### src/hw/status_output_router_defines.svh
// register offsets, field positions, reset values for the status output router
// assumes a 32-bit AHB-Lite slave with one register per aligned word
`ifndef STATUS_OUTPUT_ROUTER_DEFINES_SVH
`define STATUS_OUTPUT_ROUTER_DEFINES_SVH

`define SEL_FIRST_OFS    12'h000
`define SEL_SECOND_OFS   12'h004
`define SEL_THIRD_OFS    12'h008
`define INV_CTRL_OFS     12'h00c
`define FLAG_STATE_OFS   12'h010
`define TERM_STATE_OFS   12'h014

`define SEL_FIRST_RST    16'h3211
`define SEL_SECOND_RST   16'h0000
`define SEL_THIRD_RST    16'h0000
`define INV_CTRL_RST     16'h0000

`define NUM_FLAGS        10
`define NUM_TERMS        3
`define DIGIT_W          4
`define SPEED_POSITIONING_COMPLETE_FLAG_IDX   1

`endif

### src/hw/status_output_router_pkg.sv
// types shared by the status output router
// assumes the defines header is compiled alongside
package status_output_router_pkg;

    // one register access request, read or write, captured in the address phase
    typedef struct packed {
        logic        valid;
        logic        write;
        logic [11:0] addr;
    } bus_req_t;

    typedef enum logic [1:0] {
        TERM_NONE  = 2'b00,
        TERM_ONE   = 2'b01,
        TERM_TWO   = 2'b10,
        TERM_THREE = 2'b11
    } term_sel_t;

endpackage

### src/hw/status_output_router.sv
// status output router: ten status flags onto three output terminals
// assumes synchronous same-clock flags, except network_module_fitted, a pin
// assumes a single AHB-Lite master and hready tied to hreadyout
// What this block does
// - digit 0 none, 1-3 pick terminal
// - flags sharing a terminal are ORed
// - undetected flags never drive a terminal
// - speed-coincidence forced off with network module
// - invert digits 0-2 flip terminals one-three
// - first select resets 3211, others zero
// - fixed digit placement of the ten flags
// - invert register resets to zero
// - brake alone only if terminal unshared
//
// Added by the designer: the AHB-Lite slave port and the register addresses.
`timescale 1ns/1ps
`include "status_output_router_defines.svh"
`default_nettype none

module status_output_router
    import status_output_router_pkg::*;
(
    input  wire logic                  hclk,
    input  wire logic                  hresetn,
    input  wire logic                  hsel,
    input  wire logic [31:0]           haddr,
    input  wire logic [1:0]            htrans,
    input  wire logic                  hwrite,
    input  wire logic [2:0]            hsize,
    input  wire logic [31:0]           hwdata,
    input  wire logic                  hready,
    output logic      [31:0]           hrdata,
    output logic                       hreadyout,
    output logic                       hresp,
    input  wire logic [`NUM_FLAGS-1:0] status_flags,
    input  wire logic [`NUM_FLAGS-1:0] flag_detected,
    input  wire logic                  network_module_fitted,
    output logic                       out_terminal_one,
    output logic                       out_terminal_two,
    output logic                       out_terminal_three
);

    // flag index order: positioning_complete, speed_coincidence, rotation_detect,
    // servo_ready, torque_limit, speed_limit, brake_interlock, warning,
    // near_position, index_phase
    // register map, one aligned word each, low half used:
    //   0x00 first select, 0x04 second select, 0x08 third select (low byte only)
    //   0x0c inversion, only bits 0, 4 and 8 are kept; digit three reads zero
    //   0x10 effective flags in bits 9:0, synchronised fitted pin in bit 10
    //   0x14 terminal state in bits 2:0
    // unmapped offsets ignore writes and read zero, never an error response
    // latency: a flag change shows on its terminal one clock later; a select
    // or invert write shows three clocks after its address phase
    logic [15:0]           sel_first_r, sel_first_nxt;
    logic [15:0]           sel_second_r, sel_second_nxt;
    logic [15:0]           sel_third_r, sel_third_nxt;
    logic [15:0]           inv_ctrl_r, inv_ctrl_nxt;
    bus_req_t              req_r, req_nxt;
    logic [31:0]           hrdata_r, hrdata_nxt;
    logic [2:0]            fit_sync_r;
    logic                  fit_r, fit_nxt;
    logic [`NUM_TERMS-1:0] term_r, term_nxt;
    logic [`NUM_TERMS-1:0] route_or;
    logic [`NUM_FLAGS-1:0] eff_flags;
    logic [`NUM_FLAGS*`DIGIT_W-1:0] digits;
    logic                  addr_phase;

    // the fitted pin is a board strap and may bounce while a module is seated
    // the mask is released after reset and applies only once the strap settles
    // three-stage pin synchroniser; only stages two and three are compared
    always_ff @(posedge hclk or negedge hresetn)
    begin
        if (!hresetn)
            fit_sync_r <= 3'h0;
        else
            fit_sync_r <= {fit_sync_r[1:0], network_module_fitted};
    end

    // level changes only once the last two stages agree, filtering a glitch
    // a pulse shorter than two clocks never reaches the mask
    always_comb
    begin
        fit_nxt = fit_r;
        if (fit_sync_r[1] == fit_sync_r[2])
            fit_nxt = fit_sync_r[2];
    end

    // digits of unused third-register positions are not routed at all
    // digit placement
    // the third register only contributes its two low digits
    assign digits = {sel_third_r[7:0], sel_second_r, sel_first_r};

    // masking before routing keeps an invalid flag off every terminal at once
    // undetected flags dropped
    always_comb
    begin
        eff_flags = status_flags & flag_detected;
        if (fit_r)
            eff_flags[`SPEED_POSITIONING_COMPLETE_FLAG_IDX] = 1'b0;
    end

    // one OR tree per terminal; ten compares per terminal stay shallow
    // digit routes flag
    genvar t;
    generate
        for (t = 0; t < `NUM_TERMS; t++)
        begin : g_term
            always_comb
            begin
                route_or[t] = 1'b0;
                for (int f = 0; f < `NUM_FLAGS; f++)
                begin
                    // a digit above 3 never equals t+1, so it routes nowhere
                    if (digits[f*`DIGIT_W +: `DIGIT_W] == 4'(t + 1))
                        route_or[t] = route_or[t] | eff_flags[f];
                end
            end
        end
    endgenerate

    // inversion sits after the OR, so a reversed terminal idles high
    // per-terminal inversion
    // brake alone needs exclusive digit; software keeps that
    always_comb
    begin
        term_nxt = route_or ^ {inv_ctrl_r[8], inv_ctrl_r[4], inv_ctrl_r[0]};
    end

    // hsize is not checked: every register is a whole word, and narrower
    // writes simply update the low bits carried on hwdata
    // address phase is accepted whenever the bus is ready; slave has no waits
    assign addr_phase = hsel && hready && htrans[1];

    // only the low half of hwdata is stored; upper bits read back as zero
    // register writes land in the data phase following the address phase
    // software loads standard settings
    always_comb
    begin
        sel_first_nxt  = sel_first_r;
        sel_second_nxt = sel_second_r;
        sel_third_nxt  = sel_third_r;
        inv_ctrl_nxt   = inv_ctrl_r;
        req_nxt        = '0;
        hrdata_nxt     = 32'h0000_0000;
        if (req_r.valid && req_r.write)
        begin
            case (req_r.addr)
                `SEL_FIRST_OFS:  sel_first_nxt  = hwdata[15:0];
                `SEL_SECOND_OFS: sel_second_nxt = hwdata[15:0];
                `SEL_THIRD_OFS:  sel_third_nxt  = {8'h00, hwdata[7:0]};
                `INV_CTRL_OFS:   inv_ctrl_nxt   = {7'h00, hwdata[8], 3'h0, hwdata[4],
                                                   3'h0, hwdata[0]};
                default:         ;
            endcase
        end
        if (addr_phase)
        begin
            req_nxt.valid = 1'b1;
            req_nxt.write = hwrite;
            req_nxt.addr  = {haddr[11:2], 2'b00};
            // read data is prepared now so it stands through the data phase
            if (!hwrite)
            begin
                case ({haddr[11:2], 2'b00})
                    `SEL_FIRST_OFS:  hrdata_nxt = {16'h0000, sel_first_r};
                    `SEL_SECOND_OFS: hrdata_nxt = {16'h0000, sel_second_r};
                    `SEL_THIRD_OFS:  hrdata_nxt = {16'h0000, sel_third_r};
                    `INV_CTRL_OFS:   hrdata_nxt = {16'h0000, inv_ctrl_r};
                    `FLAG_STATE_OFS: hrdata_nxt = {21'h000000, fit_r, eff_flags};
                    `TERM_STATE_OFS: hrdata_nxt = {29'h00000000, term_r};
                    default:         hrdata_nxt = 32'h0000_0000;
                endcase
            end
        end
    end

    // outputs start low so the host sees every terminal inactive in reset
    // factory selection reset
    always_ff @(posedge hclk or negedge hresetn)
    begin
        if (!hresetn)
        begin
            sel_first_r  <= `SEL_FIRST_RST;
            sel_second_r <= `SEL_SECOND_RST;
            sel_third_r  <= `SEL_THIRD_RST;
            inv_ctrl_r   <= `INV_CTRL_RST;
            req_r        <= '0;
            hrdata_r     <= 32'h0000_0000;
            fit_r        <= 1'b0;
            term_r       <= 3'h0;
        end
        else
        begin
            sel_first_r  <= sel_first_nxt;
            sel_second_r <= sel_second_nxt;
            sel_third_r  <= sel_third_nxt;
            inv_ctrl_r   <= inv_ctrl_nxt;
            req_r        <= req_nxt;
            hrdata_r     <= hrdata_nxt;
            fit_r        <= fit_nxt;
            term_r       <= term_nxt;
        end
    end

    // a slave with no wait states keeps the bus simple; read data is taken in
    // the address phase, so a read right after a write to the same register
    // returns the old contents
    // outputs straight from flops; zero wait states and always OKAY
    assign hrdata             = hrdata_r;
    assign hreadyout          = 1'b1;
    assign hresp              = 1'b0;
    assign out_terminal_one   = term_r[0];
    assign out_terminal_two   = term_r[1];
    assign out_terminal_three = term_r[2];

    // terminal checks below sample the registered terminals; inversion is folded into each
    // expectation or excluded in its antecedent, so software may reverse any terminal at any time
    // positioning flag on its terminal
    chk_positioning_complete_flag_route: assert property (@(posedge hclk) disable iff (!hresetn)
        (sel_first_r[3:0] == 4'h1 && eff_flags[0]) |=> out_terminal_one != $past(inv_ctrl_r[0]))
        else $error("positioning flag not on terminal one");

    // active brake flag routed by digit 2 forces terminal two
    chk_or_merge: assert property (@(posedge hclk) disable iff (!hresetn)
        (inv_ctrl_r[4] == 1'b0 && sel_second_r[11:8] == 4'h2 && eff_flags[6])
        |=> out_terminal_two)
        else $error("brake flag not ORed onto terminal two");

    chk_undetected: assert property (@(posedge hclk) disable iff (!hresetn)
        !flag_detected[0] |-> !eff_flags[0])
        else $error("undetected flag passed through");

    chk_speed_mask: assert property (@(posedge hclk) disable iff (!hresetn)
        fit_r |-> !eff_flags[1])
        else $error("speed coincidence not masked");

    chk_invert_three: assert property (@(posedge hclk) disable iff (!hresetn)
        1'b1 |=> out_terminal_three == ($past(route_or[2]) ^ $past(inv_ctrl_r[8])))
        else $error("terminal three inversion wrong");

    chk_factory_sel: assert property (@(posedge hclk)
        $rose(hresetn) |-> sel_first_r == 16'h3211 && sel_second_r == 16'h0000)
        else $error("selection reset value wrong");

    chk_invert_rst: assert property (@(posedge hclk)
        $rose(hresetn) |-> inv_ctrl_r == 16'h0000)
        else $error("inversion reset value wrong");

    chk_undef_digit: assert property (@(posedge hclk) disable iff (!hresetn)
        (sel_first_r[3:0] > 4'h3 && eff_flags[9:1] == 9'h000)
        |-> route_or == 3'h0)
        else $error("undefined digit routed a flag");

    chk_index_place: assert property (@(posedge hclk) disable iff (!hresetn)
        (sel_third_r[7:4] == 4'h3 && eff_flags[9] && !inv_ctrl_r[8])
        |=> out_terminal_three)
        else $error("index phase digit misplaced");

    chk_invert_one: assert property (@(posedge hclk) disable iff (!hresetn)
        1'b1 |=> out_terminal_one == ($past(route_or[0]) ^ $past(inv_ctrl_r[0])))
        else $error("terminal one inversion wrong");

    chk_invert_two: assert property (@(posedge hclk) disable iff (!hresetn)
        1'b1 |=> out_terminal_two == ($past(route_or[1]) ^ $past(inv_ctrl_r[4])))
        else $error("terminal two inversion wrong");

    // digit three and spare bits never stored
    chk_invert_spare: assert property (@(posedge hclk) disable iff (!hresetn)
        (inv_ctrl_r & 16'hfeee) == 16'h0000)
        else $error("unused inversion bits stored");

    // third select keeps only two digits
    chk_third_spare: assert property (@(posedge hclk) disable iff (!hresetn)
        sel_third_r[15:8] == 8'h00)
        else $error("unused third select digits stored");

    // mask follows only a settled pin
    chk_fit_settled: assert property (@(posedge hclk) disable iff (!hresetn)
        $changed(fit_r) |-> fit_r == $past(fit_sync_r[1]) && fit_r == $past(fit_sync_r[2]))
        else $error("fitted level taken before stages agreed");

    chk_or_shared: assert property (@(posedge hclk) disable iff (!hresetn)
        (sel_first_r[7:0] == 8'h11 && (eff_flags[0] || eff_flags[1]) && !inv_ctrl_r[0])
        |=> out_terminal_one)
        else $error("shared terminal one not ORed");

    // every terminal low right after reset
    chk_term_rst: assert property (@(posedge hclk)
        $rose(hresetn) |-> term_r == 3'h0)
        else $error("terminal active right after reset");

endmodule

`default_nettype wire

### config.mk
export PLATFORM = sky130hd
export DESIGN_NAME = status_output_router
export DESIGN_NICKNAME = d
export VERILOG_FILES = /design/src/hw/status_output_router_pkg.sv /design/src/hw/status_output_router.sv
export VERILOG_INCLUDE_DIRS = /design/src /design/src/hw
export SDC_FILE = /design/constraint.sdc
export NUM_CORES = 1
export LEC_CHECK = 0
export ABC_AREA = 1
export BUFFER_PORTS_ARGS = -buffer_cell sky130_fd_sc_hd__buf_2
export CORE_ASPECT_RATIO = 0.6
export CORE_MARGIN = 3
export CORE_UTILIZATION = 51
export CTS_BUF_LIST = sky130_fd_sc_hd__clkbuf_8
export DETAILED_ROUTE_END_ITERATION = 16
export PLACE_DENSITY = 0.83
export SLEW_MARGIN = 30
export SYNTH_ARGS = -nofsm -noshare
export SYNTH_HDL_FRONTEND = slang
export SYNTH_SLANG_ARGS = --single-unit
### constraint.sdc
create_clock -name hclk -period 1.5 [get_ports hclk]
set_input_delay 0.15 -clock hclk [delete_from_list [all_inputs] [get_ports hclk]]
set_output_delay 0.15 -clock hclk [all_outputs]
set_load 0.01 [all_outputs]
# [Yosys cells after proc, flatten, opt, wreduce, memory -nomap -nowiden]
# Index checks and enable logic that the tools add are counted.
[op_classes] n_reduce_logical=9 n_bitwise=29 mux=35 n_eq_ne=39
[op_table] cell="$pmux W16 S6" n=1
[op_table] cell="$eq A4 B2 Y1 const B" n=20
[op_table] cell="$eq A4 B1 Y1 const B" n=10
[op_table] cell="$mux W16" n=2
[op_table] cell="$mux W1" n=31
[op_table] cell="$or A1 B1 Y1" n=27
[op_table] cell="$eq A12 B4 Y1 const B" n=2
[op_table] cell="$eq A10 B2 Y1 const B" n=2
[op_table] cell="$eq A10 B3 Y1 const B" n=2
[op_table] cell="$mux W14" n=1
[op_table] cell="$eq A12 B3 Y1 const B" n=1
[op_table] cell="$logic_not A12 Y1" n=1
[op_table] cell="$and A10 B10 Y10" n=1
[op_table] cell="$eq A10 B1 Y1 const B" n=1
[op_table] cell="$logic_not A10 Y1" n=1
[op_table] cell="$reduce_and A2 Y1" n=4
[op_table] cell="$logic_and A1 B1 Y1" n=3
[op_table] cell="$xor A3 B3 Y3" n=1
[op_table] cell="$eq A1 B1 Y1" n=1
[word_totals] word_cells=123 in_bits=95 register_bits=96

# [Logic depth before layout (Yosys ltp)]
[logic_depth] ltp_word=21 mapped_depth=9 mapped_depth_nobuf=9

# [Worst setup path before layout]
# OpenSTA, ideal clock, no wires.
[synth_path] path_kind="register to register" start="register req_r[9] (netlist bit)" end="register sel_first_r[2]" n_path_buf=1 setup_ns=0.132 path_slack_ns=0.229 t_required_ns=1.368 synth_period_minus_slack_ns=1.271 path_stages_with_launch=8 arrival_time_ns=1.139 cell_sequence="dfrtp_1 nor2_1 nand2_1 nor3_1 nand2_1 clkbuf_1 nand2_1 o21ai_0"
[synth_between] elab_chain_len=2
[synth_rtl] element="from (decl)" line_no="status_output_router.sv:58" rtl="bus_req_t req_r, req_nxt;"
[synth_rtl] element="from (signal assigned)" line_no="status_output_router.sv:198" rtl="req_r <= req_nxt;"
[synth_rtl] element="$logic_not A12 Y1" line_no="status_output_router.sv:147" rtl="case (req_r.addr)"
[synth_rtl] element="$reduce_and A2 Y1 (no source line)"
[synth_rtl] element="to (signal assigned)" line_no="status_output_router.sv:183" rtl="sel_first_r <= `SEL_FIRST_RST;"
[synth_rtl] element="to (signal assigned)" line_no="status_output_router.sv:194" rtl="sel_first_r <= sel_first_nxt;"
[synth_rtl] element="to (decl)" line_no="status_output_router.sv:54" rtl="logic [15:0] sel_first_r, sel_first_nxt;"
# Every way passes these cells.
# A chain may end at the register's enable or synchronous reset.

# [Worst setup path in the final report]
[layout_path] start="register req_r[7] (netlist bit)" end="register sel_second_r[6]"
[layout_between] elab_chain_len=2
[layout_rtl] element="$eq A12 B3 Y1" line_no="status_output_router.sv:147"
[layout_rtl] element="$reduce_and A2 Y1 (no source line)"
[layout_rtl] element="to (signal assigned)" line_no="status_output_router.sv:184" rtl="sel_second_r <= `SEL_SECOND_RST;"
[layout_rtl] element="to (signal assigned)" line_no="status_output_router.sv:195" rtl="sel_second_r <= sel_second_nxt;"
[layout_rtl] element="to (decl)" line_no="status_output_router.sv:55" rtl="logic [15:0] sel_second_r, sel_second_nxt;"
# Every way passes these cells.

==> qor.yml <==
sta:
  fmax_mhz: 723
  worstMarginPinSlew_ps: 568
  fin_crit_sh_pct: 92.2
  setup_viol: 0
  setup_ws_ps: 117
  holdWs_ps: 17.1
  drv_slew: 0
  rsz0062_at_grt: "false"
  hold_viol_final: 0
  maxSlewHeadroom_pct: 62.1
  setup-tns-final_ps: 0
  fin_crit_ps: 1380
  fin_skew_ps: 5.46
placed_design:
  port-buffer-count: 71
  pre_cts_slack_ps: 53.2
  place_hpwl_um: 7350
  gp_congestion: 1.01
status:
  outcome: "complete, no violations"
clocking:
  clk_latency_ps: 350
  cts_buffer_depth: 2
  cts_buffers: 9
  clk_pin_slew_worst_paths_ps: 80
  root_buffer: "clkbuf_8"
  cts_tree: "yes"
  htreeDepth: 3
  post_cts_resized: 0
  cts.sinks: 78
worst_setup_path:
  cp_max_fo: 32
  rr_startpoint: "req_r[7]$_DFF_PN0_"
  cp-start-kind: "register"
  worst_ep_arrival_time_ps: 1610
  worstSetupEndpointType: "register"
  worstPathCellList: "nor2_1 -> nand2_1 -> nor3_1 -> nand2_1 -> buf_12 -> nand2_1 -> o21ai_0"
  slowest_stage: "dfrtp_1"
  cp_slowest_stage_delay_ps: 370
  startpoint: "req_r[7]$_DFF_PN0_"
  crit_required_ps: 1730
  criticalPathCategory: "reg2reg"
  crit_top_cell: "nand2_1"
power:
  pwr-share-seq_pct: 57.1
  power_switching_mw: 1.12
  clockPowerShare_pct: 33.1
  swShare_pct: 27.4
  p_leak_nw: 2.61
  power.density_mw_per_mm2: 880
  p_int_mw: 2.95
  combPwrFrac_pct: 9.8
  worst_ir_drop_vdd_mv: 0.486
routing:
  wl_met2_um: 4040
  wl_met1_um: 4680
  wirelength_um: 9950
  antenna_left: 0
  drt_iter0_markers: 378
  vias: 3535
  drt-vias-per-instance: 5.10
  drc: 0
  dr.pass1.iters: 5
  wire_per_inst_um: 14.4
  met3_length_um: 1060
  top_layer_used: "met4"
logic_synthesis:
  ys_top_cells_by_area: "dfrtp_1, nand2_1, nand3_1, o21ai_0, inv_1"
  ys_warn_count: 0
  synth_ff_type: "dfrtp_1"
  yosysSeqAreaShare_pct: 49.3
  synth.avg_cell_area_um2: 7.86
  netlist_instances: 505
  netlist_area_mm2: 0.00397
  yosysTopAreaCell: "dfrtp_1"
  async_flop_share_pct: 100
  yosys_register_bits: 78
  synth_cell_types: 27
  synth_edf_count: 0
  synth_top_area_share_pct: 46.0
floorplan:
  start_util_pct: 53.5
  dieWidth_um: 120
  core-area_mm2: 0.00742
  die_y_um: 74.4
  rows: 24
  ios: 132
  die_area_mm2: 0.00892
grt:
  grt_first_pass_wirelength_um: 15800
  gr-usage-all-layers_pct: 23.4
  grt_pass1_vias: 3225
  grt_start_max_net_pins: 79
  antenna_found_initial: 0
  overflow: 0
job:
  drv_cap: 0
finish:
  synthToLayoutAreaGrowth_pct: 16.3
  insertedDiodeCount: 0
  drive_above_1_share_pct: 20.9
  fin_nets: 679
hold_path:
  hold_path_class: "in2reg"
  worstHoldStart: "haddr[9]"
## final timing paths
path | cells past startpoint | slack [ps] | endpoint
min in group asynchronous | 3 | 330 | fit_sync_r[1]$_DFF_PN0_
worst min register to register | 0 | 360 | fit_sync_r[1]$_DFF_PN0_
max in group asynchronous | 3 | 790 | sel_first_r[0]$_DFFE_PN1P_
worst max-delay path | 7 | 120 | sel_second_r[6]$_DFFE_PN0P_
worst max register to register | 7 | 120 | sel_second_r[6]$_DFFE_PN0P_
worst min-delay path | 3 | 20 | req_r[9]$_DFF_PN0_
## metal layers
layer	GRT usage, %	vias to the layer above
met5	0	-
met4	7.99	0
met3	6.91	19
met2	33.5	169
met1	34.4	1620
li1	-	1727
## power by group through the flow
stage	sequential, mW	combinational, mW	clock (mW)
after detailed placement	2.36	0.392	0
after CTS	2.32	0.399	1.38
after floorplan	2.32	0.249	0
after global routing	2.33	0.459	1.46
after global placement	2.35	0.378	0
final	2.32	0.400	1.34
## critical path: cells and delay by family, from the launching register on
family	cells	cell delay (ps)
compound gates	1	80
buf+inv	1	180
simple gates	5	620
flops	1	370
## flip-flops by register name (all words and copies together) (netlist names)
| signal | cells |
|---|---|
| sel_first_r | 16 |
| sel_third_r | 8 |
| req_r | 12 |
| fit_r | 1 |
| inv_ctrl_r | 3 |
| sel_second_r | 16 |
| hrdata | 16 |
| fit_sync_r | 3 |
| term_r | 3 |
## cell usage after synthesis, types with 2 or more instances
| library cell | n |
|---|---|
| inv_1 | 67 |
| dfstp_2 | 5 |
| nor2_2 | 8 |
| o21ai_0 | 59 |
| a21oi_2 | 2 |
| nand4_1 | 9 |
| conb_1 | 2 |
| clkbuf_1 | 8 |
| nand2_2 | 4 |
| buf_6 | 4 |
| a21oi_1 | 7 |
| nand2_1 | 95 |
| buf_4 | 20 |
| nor2_4 | 2 |
| nand3_1 | 69 |
| dfrtp_1 | 73 |
| nor2_1 | 61 |
## logic make-up after synthesis
kind of cell,synth area share (%)
buffers and inverters,12.2
AND/OR/NAND/NOR,29.1
other,0.189
adder cells (fa/ha/maj),0.252
AO/OA/AOI/OAI,8.88
flip-flops,49.3
## cell usage in the layout, fill, tap and decap left out, drive strengths merged
| master | count |
|---|---|
| buf | 82 |
| nand3b | 1 |
| clkinv | 4 |
| conb | 18 |
| clkinvlp | 2 |
| nand4 | 9 |
| clkbuf | 9 |
| nand2 | 100 |
| inv | 69 |
| dfstp | 5 |
| nor3b | 1 |
| nor2 | 72 |
| nor3 | 2 |
| dfrtp | 73 |
| a21oi | 9 |
| nand3 | 69 |
| dlygate4sd3 | 3 |
| maj3 | 1 |
| o21ai | 60 |
## metrics by stage
step	cell area, um2	instances	utilization (%)	power, mW
final	4620	693	62.3	4.07
after global placement	4420	674	59.6	2.73
after detailed placement	4420	674	59.6	2.75
after global routing	4620	693	62.3	4.25
after CTS	4620	693	62.3	4.09
after floorplan	4030	521	-	2.57
## timing repair
item	in CTS	in global routing
hold buffers	3	0
buffers inserted	0	0
endpoints found under the hold margin	75	0
## cell type report
| class | instances | area, um2 |
|---|---|---|
| tap | 104 | 130 |
| sequential | 78 | 1960 |
| inverter | 68 | 255 |
| clock buffer | 9 | 124 |
| fill | 672 | 2800 |
| multi-input combinational | 342 | 1590 |
| timing repair buffer | 85 | 520 |
| clock inverter | 7 | 42.5 |
Power figures use the tool's default switching activity.
